===== src/hw/rpf_defs.svh =====
`ifndef RPF_DEFS_SVH
`define RPF_DEFS_SVH

// ----------------------------------------
// Register byte offsets
// ----------------------------------------
`define RPF_OFS_PROTO 8'h00
`define RPF_OFS_FOPT 8'h04
`define RPF_OFS_DADDR 8'h08
`define RPF_OFS_SADDR 8'h0c
`define RPF_OFS_CREF 8'h10
`define RPF_OFS_CMASK 8'h14
`define RPF_OFS_PCTRL 8'h18
`define RPF_OFS_TMO 8'h1c
`define RPF_OFS_CMD 8'h20
`define RPF_OFS_STAT 8'h24

// ----------------------------------------
// Protocol register fields
// ----------------------------------------
`define RPF_P_FLT 0
`define RPF_P_AACK 1
`define RPF_P_APLD 2
`define RPF_P_AREQ 3
`define RPF_P_RETX_LO 4
`define RPF_P_FMT_LO 8

// ----------------------------------------
// Filter option fields
// ----------------------------------------
`define RPF_F_CRC 0
`define RPF_F_OWN 1
`define RPF_F_BCAST 2
`define RPF_F_MCAST 3
`define RPF_F_SRC 4
`define RPF_F_CTRL 5

// ----------------------------------------
// Command and status fields
// ----------------------------------------
`define RPF_C_SEND 0
`define RPF_S_SENT 0
`define RPF_S_LOST 1

// ----------------------------------------
// Codes, reset values, counts
// ----------------------------------------
`define RPF_FMT_LINK 2'h0
`define RPF_FMT_MBUS 2'h1
`define RPF_FMT_BASIC 2'h2
`define RPF_PATH_NORM 2'h0
`define RPF_PATH_FIFO 2'h1
`define RPF_PATH_GPIO 2'h2
`define RPF_PATH_PN9 2'h3
`define RPF_RST_WORD 32'h0000_0000
`define RPF_RST_TMO 16'h0f0f
`define RPF_DCLK_DIV 8
`define RPF_PN9_SEED 9'h1ff

`endif


===== src/hw/rpf_pkg.sv =====
package rpf_pkg;

	// Link-layer sequencer states
	typedef enum logic [1:0] {
		ST_IDLE,
		ST_SEND,
		ST_WAIT_ACK
	} rpf_state_t;

	typedef logic [1:0] rpf_path_t;

endpackage : rpf_pkg


===== src/hw/rpf_pn9.sv =====
`timescale 1ns/10ps
`include "rpf_defs.svh"

module rpf_pn9 (
	// Clock and reset
	input wire logic clk,
	input wire logic rst_n,
	// Control
	input wire logic step,
	// Sequence out
	output logic bit_out
);

	logic [8:0] lfsr_r;

	// x^9 + x^5 + 1, never reaches all zeros from a non-zero seed
	always_ff @(posedge clk or negedge rst_n) begin
		if (!rst_n) begin
			lfsr_r <= `RPF_PN9_SEED;
		end else if (step) begin
			lfsr_r <= {lfsr_r[7:0], lfsr_r[8] ^ lfsr_r[4]};
		end
	end

	assign bit_out = lfsr_r[8];

endmodule : rpf_pn9


===== src/hw/rpf_top.sv =====
`timescale 1ns/10ps
`include "rpf_defs.svh"

// Behaviour
// - With filtering and checksum option on, drop packets failing the checksum.
// - Own-address option drops packets whose destination differs from own address.
// - Broadcast option drops packets whose destination differs from broadcast address.
// - Multicast option drops packets whose destination differs from multicast address.
// - Several filter options may be on together; all of them apply.
// - Source filter compares source against reference AND mask; mismatch drops.
// - Control filter compares control against reference AND mask; mismatch drops.
// - Link format allows all filters, meter-bus none, basic all but source.
// - Packet reported to host only when every enabled check passes.
// - Auto-ack sends an acknowledgement only for packets with request bit 1.
// - Outgoing request bit carries the configured acknowledge request setting.
// - After a requesting send, stay receiving until the receive timeout expires.
// - Missing acknowledgement means packet lost; sent flag stays 0.
// - With ack-payload enabled and buffer loaded, acknowledgement carries that payload.
// - Without acknowledgement, retransmit up to the configured retry count, max 15.
// - Transmit path: 0 framed, 1 raw buffer, 2 GPIO bits, 3 PN9.
// - GPIO transmit outputs data clock; data sampled on its rising edge.
// - Receive path: 0 deframed, 1 raw bytes to buffer, 2 raw bits to GPIO.
// - GPIO receive outputs data clock; data updated on its falling edge.
// - Keep 2-bit sequence number, incremented for every new packet.

module rpf_top #(
	parameter int DCLK_DIV = `RPF_DCLK_DIV
) (
	// APB slave
	input wire logic pclk,
	input wire logic presetn,
	input wire logic psel,
	input wire logic penable,
	input wire logic pwrite,
	input wire logic [7:0] paddr,
	input wire logic [31:0] pwdata,
	output logic [31:0] prdata,
	output logic pready,
	output logic pslverr,
	// Deframer report of a received packet
	input wire logic rx_done,
	input wire logic rx_crc_ok,
	input wire logic [7:0] rx_dest,
	input wire logic [7:0] rx_src,
	input wire logic [31:0] rx_ctrl,
	input wire logic rx_ack_req,
	input wire logic rx_is_ack,
	// Framer handshake
	input wire logic tx_done,
	input wire logic tx_buf_loaded,
	output logic tx_start,
	output logic tx_ack_req,
	output logic [1:0] tx_seq,
	output logic rx_on,
	output logic rx_report,
	output logic rx_drop,
	output logic ack_send,
	output logic ack_payload,
	// Direct data paths
	input wire logic gpio_din,
	input wire logic rx_raw_bit,
	input wire logic rx_raw_valid,
	output logic tx_raw_fifo,
	output logic tx_bit,
	output logic tx_bit_valid,
	output logic gpio_dclk,
	output logic gpio_dout,
	output logic [7:0] rx_byte,
	output logic rx_byte_wr
);

	// ----------------------------------------
	// Registers
	// ----------------------------------------
	logic [31:0] proto_r;
	logic [5:0] fopt_r;
	logic [23:0] daddr_r;
	logic [15:0] saddr_r;
	logic [31:0] cref_r;
	logic [31:0] cmask_r;
	logic [3:0] pctrl_r;
	logic [15:0] tmo_r;
	logic sent_r;
	logic lost_r;

	logic wr_en;
	logic [31:0] rd_nxt;
	logic rd_hit;
	logic send_cmd;
	logic sent_set;
	logic lost_set;
	rpf_pkg::rpf_state_t state_r;
	logic [3:0] retry_r;

	rpf_pkg::rpf_path_t tx_path;
	rpf_pkg::rpf_path_t rx_path;
	logic [1:0] fmt;
	logic [3:0] max_retry;

	assign tx_path = pctrl_r[1:0];
	assign rx_path = pctrl_r[3:2];
	assign fmt = proto_r[`RPF_P_FMT_LO +: 2];
	assign max_retry = proto_r[`RPF_P_RETX_LO +: 4];
	assign wr_en = psel & penable & pready & pwrite;
	assign send_cmd = wr_en && paddr == `RPF_OFS_CMD && pwdata[`RPF_C_SEND];

	// ----------------------------------------
	// APB slave, one wait-free access phase
	// ----------------------------------------
	always_comb begin
		rd_hit = 1'b1;
		rd_nxt = 32'h0000_0000;
		case (paddr)
			`RPF_OFS_PROTO: rd_nxt = proto_r;
			`RPF_OFS_FOPT: rd_nxt = {26'h0, fopt_r};
			`RPF_OFS_DADDR: rd_nxt = {8'h00, daddr_r};
			`RPF_OFS_SADDR: rd_nxt = {16'h0000, saddr_r};
			`RPF_OFS_CREF: rd_nxt = cref_r;
			`RPF_OFS_CMASK: rd_nxt = cmask_r;
			`RPF_OFS_PCTRL: rd_nxt = {28'h0, pctrl_r};
			`RPF_OFS_TMO: rd_nxt = {16'h0000, tmo_r};
			`RPF_OFS_CMD: rd_nxt = 32'h0000_0000;
			`RPF_OFS_STAT: rd_nxt = {22'h0, retry_r, tx_seq, 1'b0,
				state_r != rpf_pkg::ST_IDLE, lost_r, sent_r};
			default: rd_hit = 1'b0;
		endcase
	end

	// Ready comes up in the first access cycle, so every transfer is two cycles
	always_ff @(posedge pclk or negedge presetn) begin
		if (!presetn) begin
			pready <= 1'b0;
			prdata <= 32'h0000_0000;
			pslverr <= 1'b0;
		end else begin
			pready <= psel & ~penable;
			pslverr <= psel & ~penable & ~rd_hit;
			if (psel && !penable && !pwrite) begin
				prdata <= rd_nxt;
			end
		end
	end

	always_ff @(posedge pclk or negedge presetn) begin
		if (!presetn) begin
			proto_r <= `RPF_RST_WORD;
			fopt_r <= 6'h00;
			daddr_r <= 24'h000000;
			saddr_r <= 16'h0000;
			cref_r <= `RPF_RST_WORD;
			cmask_r <= `RPF_RST_WORD;
			pctrl_r <= 4'h0;
			tmo_r <= `RPF_RST_TMO;
		end else if (wr_en) begin
			case (paddr)
				`RPF_OFS_PROTO: proto_r <= {22'h0, pwdata[9:0]};
				`RPF_OFS_FOPT: fopt_r <= pwdata[5:0];
				`RPF_OFS_DADDR: daddr_r <= pwdata[23:0];
				`RPF_OFS_SADDR: saddr_r <= pwdata[15:0];
				`RPF_OFS_CREF: cref_r <= pwdata;
				`RPF_OFS_CMASK: cmask_r <= pwdata;
				`RPF_OFS_PCTRL: pctrl_r <= pwdata[3:0];
				`RPF_OFS_TMO: tmo_r <= pwdata[15:0];
				default: ;
			endcase
		end
	end

	// Write one to clear; a fresh event in the same cycle wins
	always_ff @(posedge pclk or negedge presetn) begin
		if (!presetn) begin
			sent_r <= 1'b0;
			lost_r <= 1'b0;
		end else begin
			if (sent_set) begin
				sent_r <= 1'b1;
			end else if (wr_en && paddr == `RPF_OFS_STAT && pwdata[`RPF_S_SENT]) begin
				sent_r <= 1'b0;
			end
			if (lost_set) begin
				lost_r <= 1'b1;
			end else if (wr_en && paddr == `RPF_OFS_STAT && pwdata[`RPF_S_LOST]) begin
				lost_r <= 1'b0;
			end
		end
	end

	// ----------------------------------------
	// Receive filter
	// ----------------------------------------
	logic flt_on;
	logic allow_src;
	logic pass_crc;
	logic pass_own;
	logic pass_bcast;
	logic pass_mcast;
	logic pass_src;
	logic pass_ctrl;
	logic accept;

	assign flt_on = proto_r[`RPF_P_FLT] && fmt != `RPF_FMT_MBUS;
	assign allow_src = fmt == `RPF_FMT_LINK;
	assign pass_crc = !fopt_r[`RPF_F_CRC] || rx_crc_ok;
	assign pass_own = !fopt_r[`RPF_F_OWN] || rx_dest == daddr_r[7:0];
	assign pass_bcast = !fopt_r[`RPF_F_BCAST] || rx_dest == daddr_r[15:8];
	assign pass_mcast = !fopt_r[`RPF_F_MCAST] || rx_dest == daddr_r[23:16];
	assign pass_src = !(fopt_r[`RPF_F_SRC] && allow_src)
		|| rx_src == (saddr_r[7:0] & saddr_r[15:8]);
	assign pass_ctrl = !fopt_r[`RPF_F_CTRL] || rx_ctrl == (cref_r & cmask_r);
	// Every enabled criterion must hold at once
	assign accept = !flt_on
		|| (pass_crc && pass_own && pass_bcast && pass_mcast && pass_src && pass_ctrl);

	always_ff @(posedge pclk or negedge presetn) begin
		if (!presetn) begin
			rx_report <= 1'b0;
			rx_drop <= 1'b0;
			ack_send <= 1'b0;
			ack_payload <= 1'b0;
		end else begin
			// Received acks are consumed by the sequencer, not the host
			rx_report <= rx_done && !rx_is_ack && rx_path == `RPF_PATH_NORM && accept;
			rx_drop <= rx_done && !rx_is_ack && rx_path == `RPF_PATH_NORM && !accept;
			ack_send <= rx_done && !rx_is_ack && accept && rx_crc_ok && rx_path == `RPF_PATH_NORM
				&& proto_r[`RPF_P_AACK] && rx_ack_req;
			ack_payload <= rx_done && !rx_is_ack && accept && rx_crc_ok && rx_path == `RPF_PATH_NORM
				&& proto_r[`RPF_P_AACK] && rx_ack_req
				&& proto_r[`RPF_P_APLD] && tx_buf_loaded;
		end
	end

	// ----------------------------------------
	// Link-layer sequencer
	// ----------------------------------------
	logic [7:0] pre_cnt_r;
	logic [7:0] tmo_cnt_r;
	logic tmo_hit;
	logic ack_ok;

	assign tmo_hit = pre_cnt_r == 8'h00 && tmo_cnt_r == 8'h00;
	assign ack_ok = rx_done && rx_is_ack && rx_crc_ok;
	assign sent_set = (state_r == rpf_pkg::ST_SEND && tx_done && !tx_ack_req)
		|| (state_r == rpf_pkg::ST_WAIT_ACK && ack_ok);
	assign lost_set = state_r == rpf_pkg::ST_WAIT_ACK && !ack_ok && tmo_hit
		&& retry_r >= max_retry;

	always_ff @(posedge pclk or negedge presetn) begin
		if (!presetn) begin
			state_r <= rpf_pkg::ST_IDLE;
			retry_r <= 4'h0;
			tx_seq <= 2'h0;
			tx_start <= 1'b0;
			tx_ack_req <= 1'b0;
		end else begin
			tx_start <= 1'b0;
			case (state_r)
				rpf_pkg::ST_IDLE: begin
					// Sending is only framed on the normal path
					if (send_cmd && tx_path == `RPF_PATH_NORM) begin
						tx_seq <= tx_seq + 2'h1;
						retry_r <= 4'h0;
						tx_ack_req <= proto_r[`RPF_P_AREQ];
						tx_start <= 1'b1;
						state_r <= rpf_pkg::ST_SEND;
					end
				end
				rpf_pkg::ST_SEND: begin
					if (tx_done) begin
						state_r <= tx_ack_req ? rpf_pkg::ST_WAIT_ACK : rpf_pkg::ST_IDLE;
					end
				end
				rpf_pkg::ST_WAIT_ACK: begin
					if (ack_ok) begin
						state_r <= rpf_pkg::ST_IDLE;
					end else if (tmo_hit) begin
						if (retry_r < max_retry) begin
							retry_r <= retry_r + 4'h1;
							tx_start <= 1'b1;
							state_r <= rpf_pkg::ST_SEND;
						end else begin
							state_r <= rpf_pkg::ST_IDLE;
						end
					end
				end
				default: state_r <= rpf_pkg::ST_IDLE;
			endcase
		end
	end

	// Timeout lasts (prescaler + 1) * (counter + 1) cycles
	always_ff @(posedge pclk or negedge presetn) begin
		if (!presetn) begin
			pre_cnt_r <= 8'h00;
			tmo_cnt_r <= 8'h00;
			rx_on <= 1'b0;
		end else begin
			rx_on <= (state_r == rpf_pkg::ST_SEND && tx_done && tx_ack_req)
				|| (state_r == rpf_pkg::ST_WAIT_ACK && !ack_ok && !tmo_hit);
			if (state_r != rpf_pkg::ST_WAIT_ACK) begin
				pre_cnt_r <= tmo_r[7:0];
				tmo_cnt_r <= tmo_r[15:8];
			end else if (pre_cnt_r != 8'h00) begin
				pre_cnt_r <= pre_cnt_r - 8'h01;
			end else if (tmo_cnt_r != 8'h00) begin
				pre_cnt_r <= tmo_r[7:0];
				tmo_cnt_r <= tmo_cnt_r - 8'h01;
			end
		end
	end

	// ----------------------------------------
	// Direct data clock
	// ----------------------------------------
	logic [15:0] div_r;
	logic dclk_on;
	logic dclk_tick;
	logic rise;
	logic fall;

	assign dclk_on = tx_path == `RPF_PATH_GPIO || tx_path == `RPF_PATH_PN9
		|| rx_path == `RPF_PATH_GPIO;
	assign dclk_tick = dclk_on && div_r == 16'(DCLK_DIV - 1);
	assign rise = dclk_tick && !gpio_dclk;
	assign fall = dclk_tick && gpio_dclk;

	always_ff @(posedge pclk or negedge presetn) begin
		if (!presetn) begin
			div_r <= 16'h0000;
			gpio_dclk <= 1'b0;
		end else if (!dclk_on) begin
			div_r <= 16'h0000;
			gpio_dclk <= 1'b0;
		end else begin
			div_r <= dclk_tick ? 16'h0000 : div_r + 16'h0001;
			if (dclk_tick) begin
				gpio_dclk <= !gpio_dclk;
			end
		end
	end

	// ----------------------------------------
	// Direct transmit paths
	// ----------------------------------------
	logic pn9_bit;

	rpf_pn9 u_pn9 (
		.clk(pclk),
		.rst_n(presetn),
		.step(rise && tx_path == `RPF_PATH_PN9),
		.bit_out(pn9_bit)
	);

	always_ff @(posedge pclk or negedge presetn) begin
		if (!presetn) begin
			tx_raw_fifo <= 1'b0;
			tx_bit <= 1'b0;
			tx_bit_valid <= 1'b0;
		end else begin
			tx_raw_fifo <= tx_path == `RPF_PATH_FIFO;
			tx_bit_valid <= rise && (tx_path == `RPF_PATH_GPIO || tx_path == `RPF_PATH_PN9);
			if (rise && tx_path == `RPF_PATH_GPIO) begin
				tx_bit <= gpio_din;
			end else if (rise && tx_path == `RPF_PATH_PN9) begin
				tx_bit <= pn9_bit;
			end
		end
	end

	// ----------------------------------------
	// Direct receive paths
	// ----------------------------------------
	logic [7:0] shift_r;
	logic [2:0] bits_r;
	logic held_r;

	// No back-pressure: bytes are pushed out whether or not the host keeps up
	always_ff @(posedge pclk or negedge presetn) begin
		if (!presetn) begin
			shift_r <= 8'h00;
			bits_r <= 3'h0;
			rx_byte <= 8'h00;
			rx_byte_wr <= 1'b0;
		end else begin
			rx_byte_wr <= 1'b0;
			if (rx_path != `RPF_PATH_FIFO) begin
				bits_r <= 3'h0;
			end else if (rx_raw_valid) begin
				shift_r <= {shift_r[6:0], rx_raw_bit};
				bits_r <= bits_r + 3'h1;
				if (bits_r == 3'h7) begin
					rx_byte <= {shift_r[6:0], rx_raw_bit};
					rx_byte_wr <= 1'b1;
				end
			end
		end
	end

	always_ff @(posedge pclk or negedge presetn) begin
		if (!presetn) begin
			held_r <= 1'b0;
			gpio_dout <= 1'b0;
		end else begin
			if (rx_raw_valid) begin
				held_r <= rx_raw_bit;
			end
			if (fall && rx_path == `RPF_PATH_GPIO) begin
				gpio_dout <= held_r;
			end
		end
	end

endmodule : rpf_top

===== config.mk =====
export PLATFORM = sky130hd
export DESIGN_NAME = rpf_top
export DESIGN_NICKNAME = d
export VERILOG_FILES = /design/src/hw/rpf_pkg.sv /design/src/hw/rpf_pn9.sv /design/src/hw/rpf_top.sv
export VERILOG_INCLUDE_DIRS = /design/src /design/src/hw
export SDC_FILE = /design/constraint.sdc
export NUM_CORES = 1
export LEC_CHECK = 0
export BUFFER_PORTS_ARGS = -buffer_cell sky130_fd_sc_hd__buf_2
export CORE_UTILIZATION = 63
export CTS_CLUSTER_DIAMETER = 50
export DETAILED_ROUTE_END_ITERATION = 12
export PLACE_DENSITY_LB_ADDON = 0.12
export REMOVE_ABC_BUFFERS = 1
export SYNTH_ARGS = -nofsm -noshare
export SYNTH_HDL_FRONTEND = slang
export SYNTH_SLANG_ARGS = --single-unit

===== constraint.sdc =====
create_clock -name pclk -period 4.36 [get_ports pclk]
set_input_delay 0.872 -clock pclk [delete_from_list [all_inputs] [get_ports pclk]]
set_output_delay 0.872 -clock pclk [all_outputs]
set_load 0.02 [all_outputs]

==> metrics <==
placed inst area=13300 µm²; Tot GR Track Use=0.338; top-count cell post-synth=dfrtp_1; Required @ worst endpoint=4.84 ns; Buffers on Ports=about 160; pin count of the biggest net entering global routing=roughly 120; # nets final=about 1400; Fin. Hold Viols=0; Ports=159; clock buffer depth=3; Synth area leaders=dfrtp_1, mux2_2, dfstp_2; root buf cell=clkbuf_16; Yosys top cell by area=dfrtp_1; GP Congestion=0.914; violation count after the first detailed-route iteration=approximately 860; Clk pwr share=0.484; Initial Util=0.646; final WL=32.8 mm; post-synthesis cell count=1090; Switching Fraction=0.237; clk_lat worst skew=0.55 ns; Vias=9638; fin area=between 10000 and 15000 µm²; flops & latches, synth=approximately 260; Cell Pwr Density=just under 400 nW/µm²; average size of a mapped cell=11.2 µm²; post-synth design cell area=roughly 12000 µm²; RSZ-0062 raised after global routing=no; Startpoint Class=flop; total CTS buffers=29; Int Power=around 4200 µW; Rows=50; total gr overflow=0; H-tree levels=1; Hold Buf Count CTS=0; clock skew=about 0.011 ns; Util after Layout=0.763; Synth cell types=between 50 and 60; min cycle time layout=roughly 3.2 ns; core region area=between 15000 and 20000 µm²; R2R cell count=8; Clock transition at path regs=around 0.060 ns; sequential-to-total area share from yosys stat=0.531; Crit path arrival time=3.68 ns; Post-CTS Setup Bufs=0; status=completed; CP Class=reg2reg; drt first pass iters=8; Psw=roughly 1300 µW; Chip Height=between 100 and 150 µm; Avg WL per Cell=21.4 µm; Resize count post-CTS=0; Leak=0.00688 µW; synth cell count leaders=dfrtp_1, mux2_2, nand2_1, nor2_1, a21oi_1; DIE WIDTH=141 µm; Total Power=approximately 5500 µW; CTS tree=done; ys async rst share=1.00; drt via density=6.28; Post-Place Setup Slack=around 1.1 ns; initial antenna violation count=1; setup slack after layout=about 1.2 ns; number of global-route vias before repair=about 9300; Worst Hold Class=in2async; layout cells sized above 1=0.320; reg2reg setup slack=~1.2 ns; dpl cells=between 1000 and 1500; FF-to-FF End=retry_r[3]$_DFFE_PN0P_; final period utilization=0.735; count of flip-flops with a built-in enable after synthesis=0; post-DP HPWL=approximately 22 mm; Max Slew Vio Count=0; slew margin rel.=0.228; ys flop type=dfrtp_1; final cell count without fillers=around 1500; setup violators final=0; P&R area growth vs syn=18.1%; Synth top area share=0.494; worst ir drop on vdd=between 0.0002 and 0.0003 V; fmax=312 MHz; slew at the pin with the worst max-slew slack=1.15 ns; Die ar.=roughly 20000 µm²; Crit Path Max Fanout=5; post-route ant nets=0; clock sink total=257; nature of the critical path endpoint=flop; Synth warnings=0; first-pass GRT wire length=about 51 mm; drc violations=0; max cap viols=0; Worst R2R Start=pre_cnt_r[0]$_DFFE_PN0P_; Comb power frac=0.069; Flop pwr share=0.447
[cells by family after synthesis]
family / Yosys count / share of synthesized area
and+or+nand+nor: 340 / 0.137
DFF: 257 / 0.531
buffers and inverters: 64 / 0.0201
AOI/OAI and AO/OA: 198 / 0.110
muxes: 162 / 0.150
xor gates and xnor gates: 59 / 0.0425
adders and majority gates: 10 / 0.0103
[metrics by stage]
stage               hold WS [ns]  setup TNS [ns]
finish                     0.354               0
global route               0.481               0
CTS                        0.452               0
detailed placement         0.457               0
global placement           0.452               0
floorplan                  0.425          -0.709
[layout by cell type (no fill, tap or decap), drive strengths merged, types with 9 or more instances in the layout]
master,Yosys,layout
xor2,20,20
and3,24,24
a31oi,21,21
mux2,152,152
ha,10,10
nor2,81,81
xnor2,39,39
a211oi,9,9
clkbuf,42,37
o21ai,31,31
clkinv,2,9
dfrtp,240,240
dfstp,17,17
nand4,19,19
nor3,13,13
nand2,115,115
a222oi,13,13
buf,5,177
mux2i,9,9
nand3,27,27
a22oi,30,30
inv,15,19
a21oi,43,43
[cell type report]
class,instances,area [µm²]
Antenna cell,1,2.50
Clock buffer,37,796
Clock inverter,17,267
Fill cell,1258,4460
Inverter,17,63.8
Multi-Input combinational cell,769,5490
Sequential cell,257,6450
Tap cell,260,325
Timing Repair Buffer,177,968
[state kept, by name, summed over array words and instances, names as in the netlist, 3 cells and up]
signal,count
cref_r,32
tmo_cnt_r,8
rx_byte,8
bits_r,3
daddr_r,24
proto_r,10
prdata,32
u_pn9.lfsr_r,9
pre_cnt_r,8
pctrl_r,4
retry_r,4
div_r,16
tmo_r,16
fopt_r,6
cmask_r,32
saddr_r,16
shift_r,7
[power by group through the flow]
stage	combinational [µW]	clock [µW]	sequential (µW)
finish	381	2680	2480
global route	413	2780	2480
CTS	382	2700	2480
detailed placement	378	0	2520
global placement	370	0	2520
floorplan	109	0	2560
[routing by layer]
| metal | vias to the layer above | track usage | wire, µm |
|---|---|---|---|
| met3 | 85 | 0.0666 | 2740 |
| met1 | 4780 | 0.449 | 13100 |
| met5 | - | 0 | 0 |
| met2 | 480 | 0.551 | 15800 |
| met4 | 0 | 0.132 | 1150 |
| li1 | 4293 | - | - |
[worst max-delay path by stage]
| stage | from | to | slack (ns) | cells after the start |
|---|---|---|---|---|
| global placement | paddr[3] | saddr_r[15]$_DFFE_PN0P_ | 1.10 | 6 |
| CTS | pre_cnt_r[0]$_DFFE_PN0P_ | retry_r[3]$_DFFE_PN0P_ | 1.19 | 8 |
| global route | pre_cnt_r[0]$_DFFE_PN0P_ | retry_r[3]$_DFFE_PN0P_ | 1.02 | 8 |
| floorplan | paddr[5] | cref_r[0]$_DFFE_PN0P_ | -0.02 | 3 |
| finish | pre_cnt_r[0]$_DFFE_PN0P_ | retry_r[3]$_DFFE_PN0P_ | 1.15 | 8 |
| detailed placement | paddr[3] | saddr_r[2]$_DFFE_PN0P_ | 1.09 | 6 |
[worst max-delay path, cell delays in order (launching register included)]
cell	delay, ns
dfrtp_1	0.41
inv_1	0.12
ha_1	0.24
or4b_4	0.51
or4_4	0.44
or3_1	0.43
a2111o_1	0.47
or3_1	0.36
a21oi_1	0.15
No activity file was read; power rests on OpenSTA's default activity.
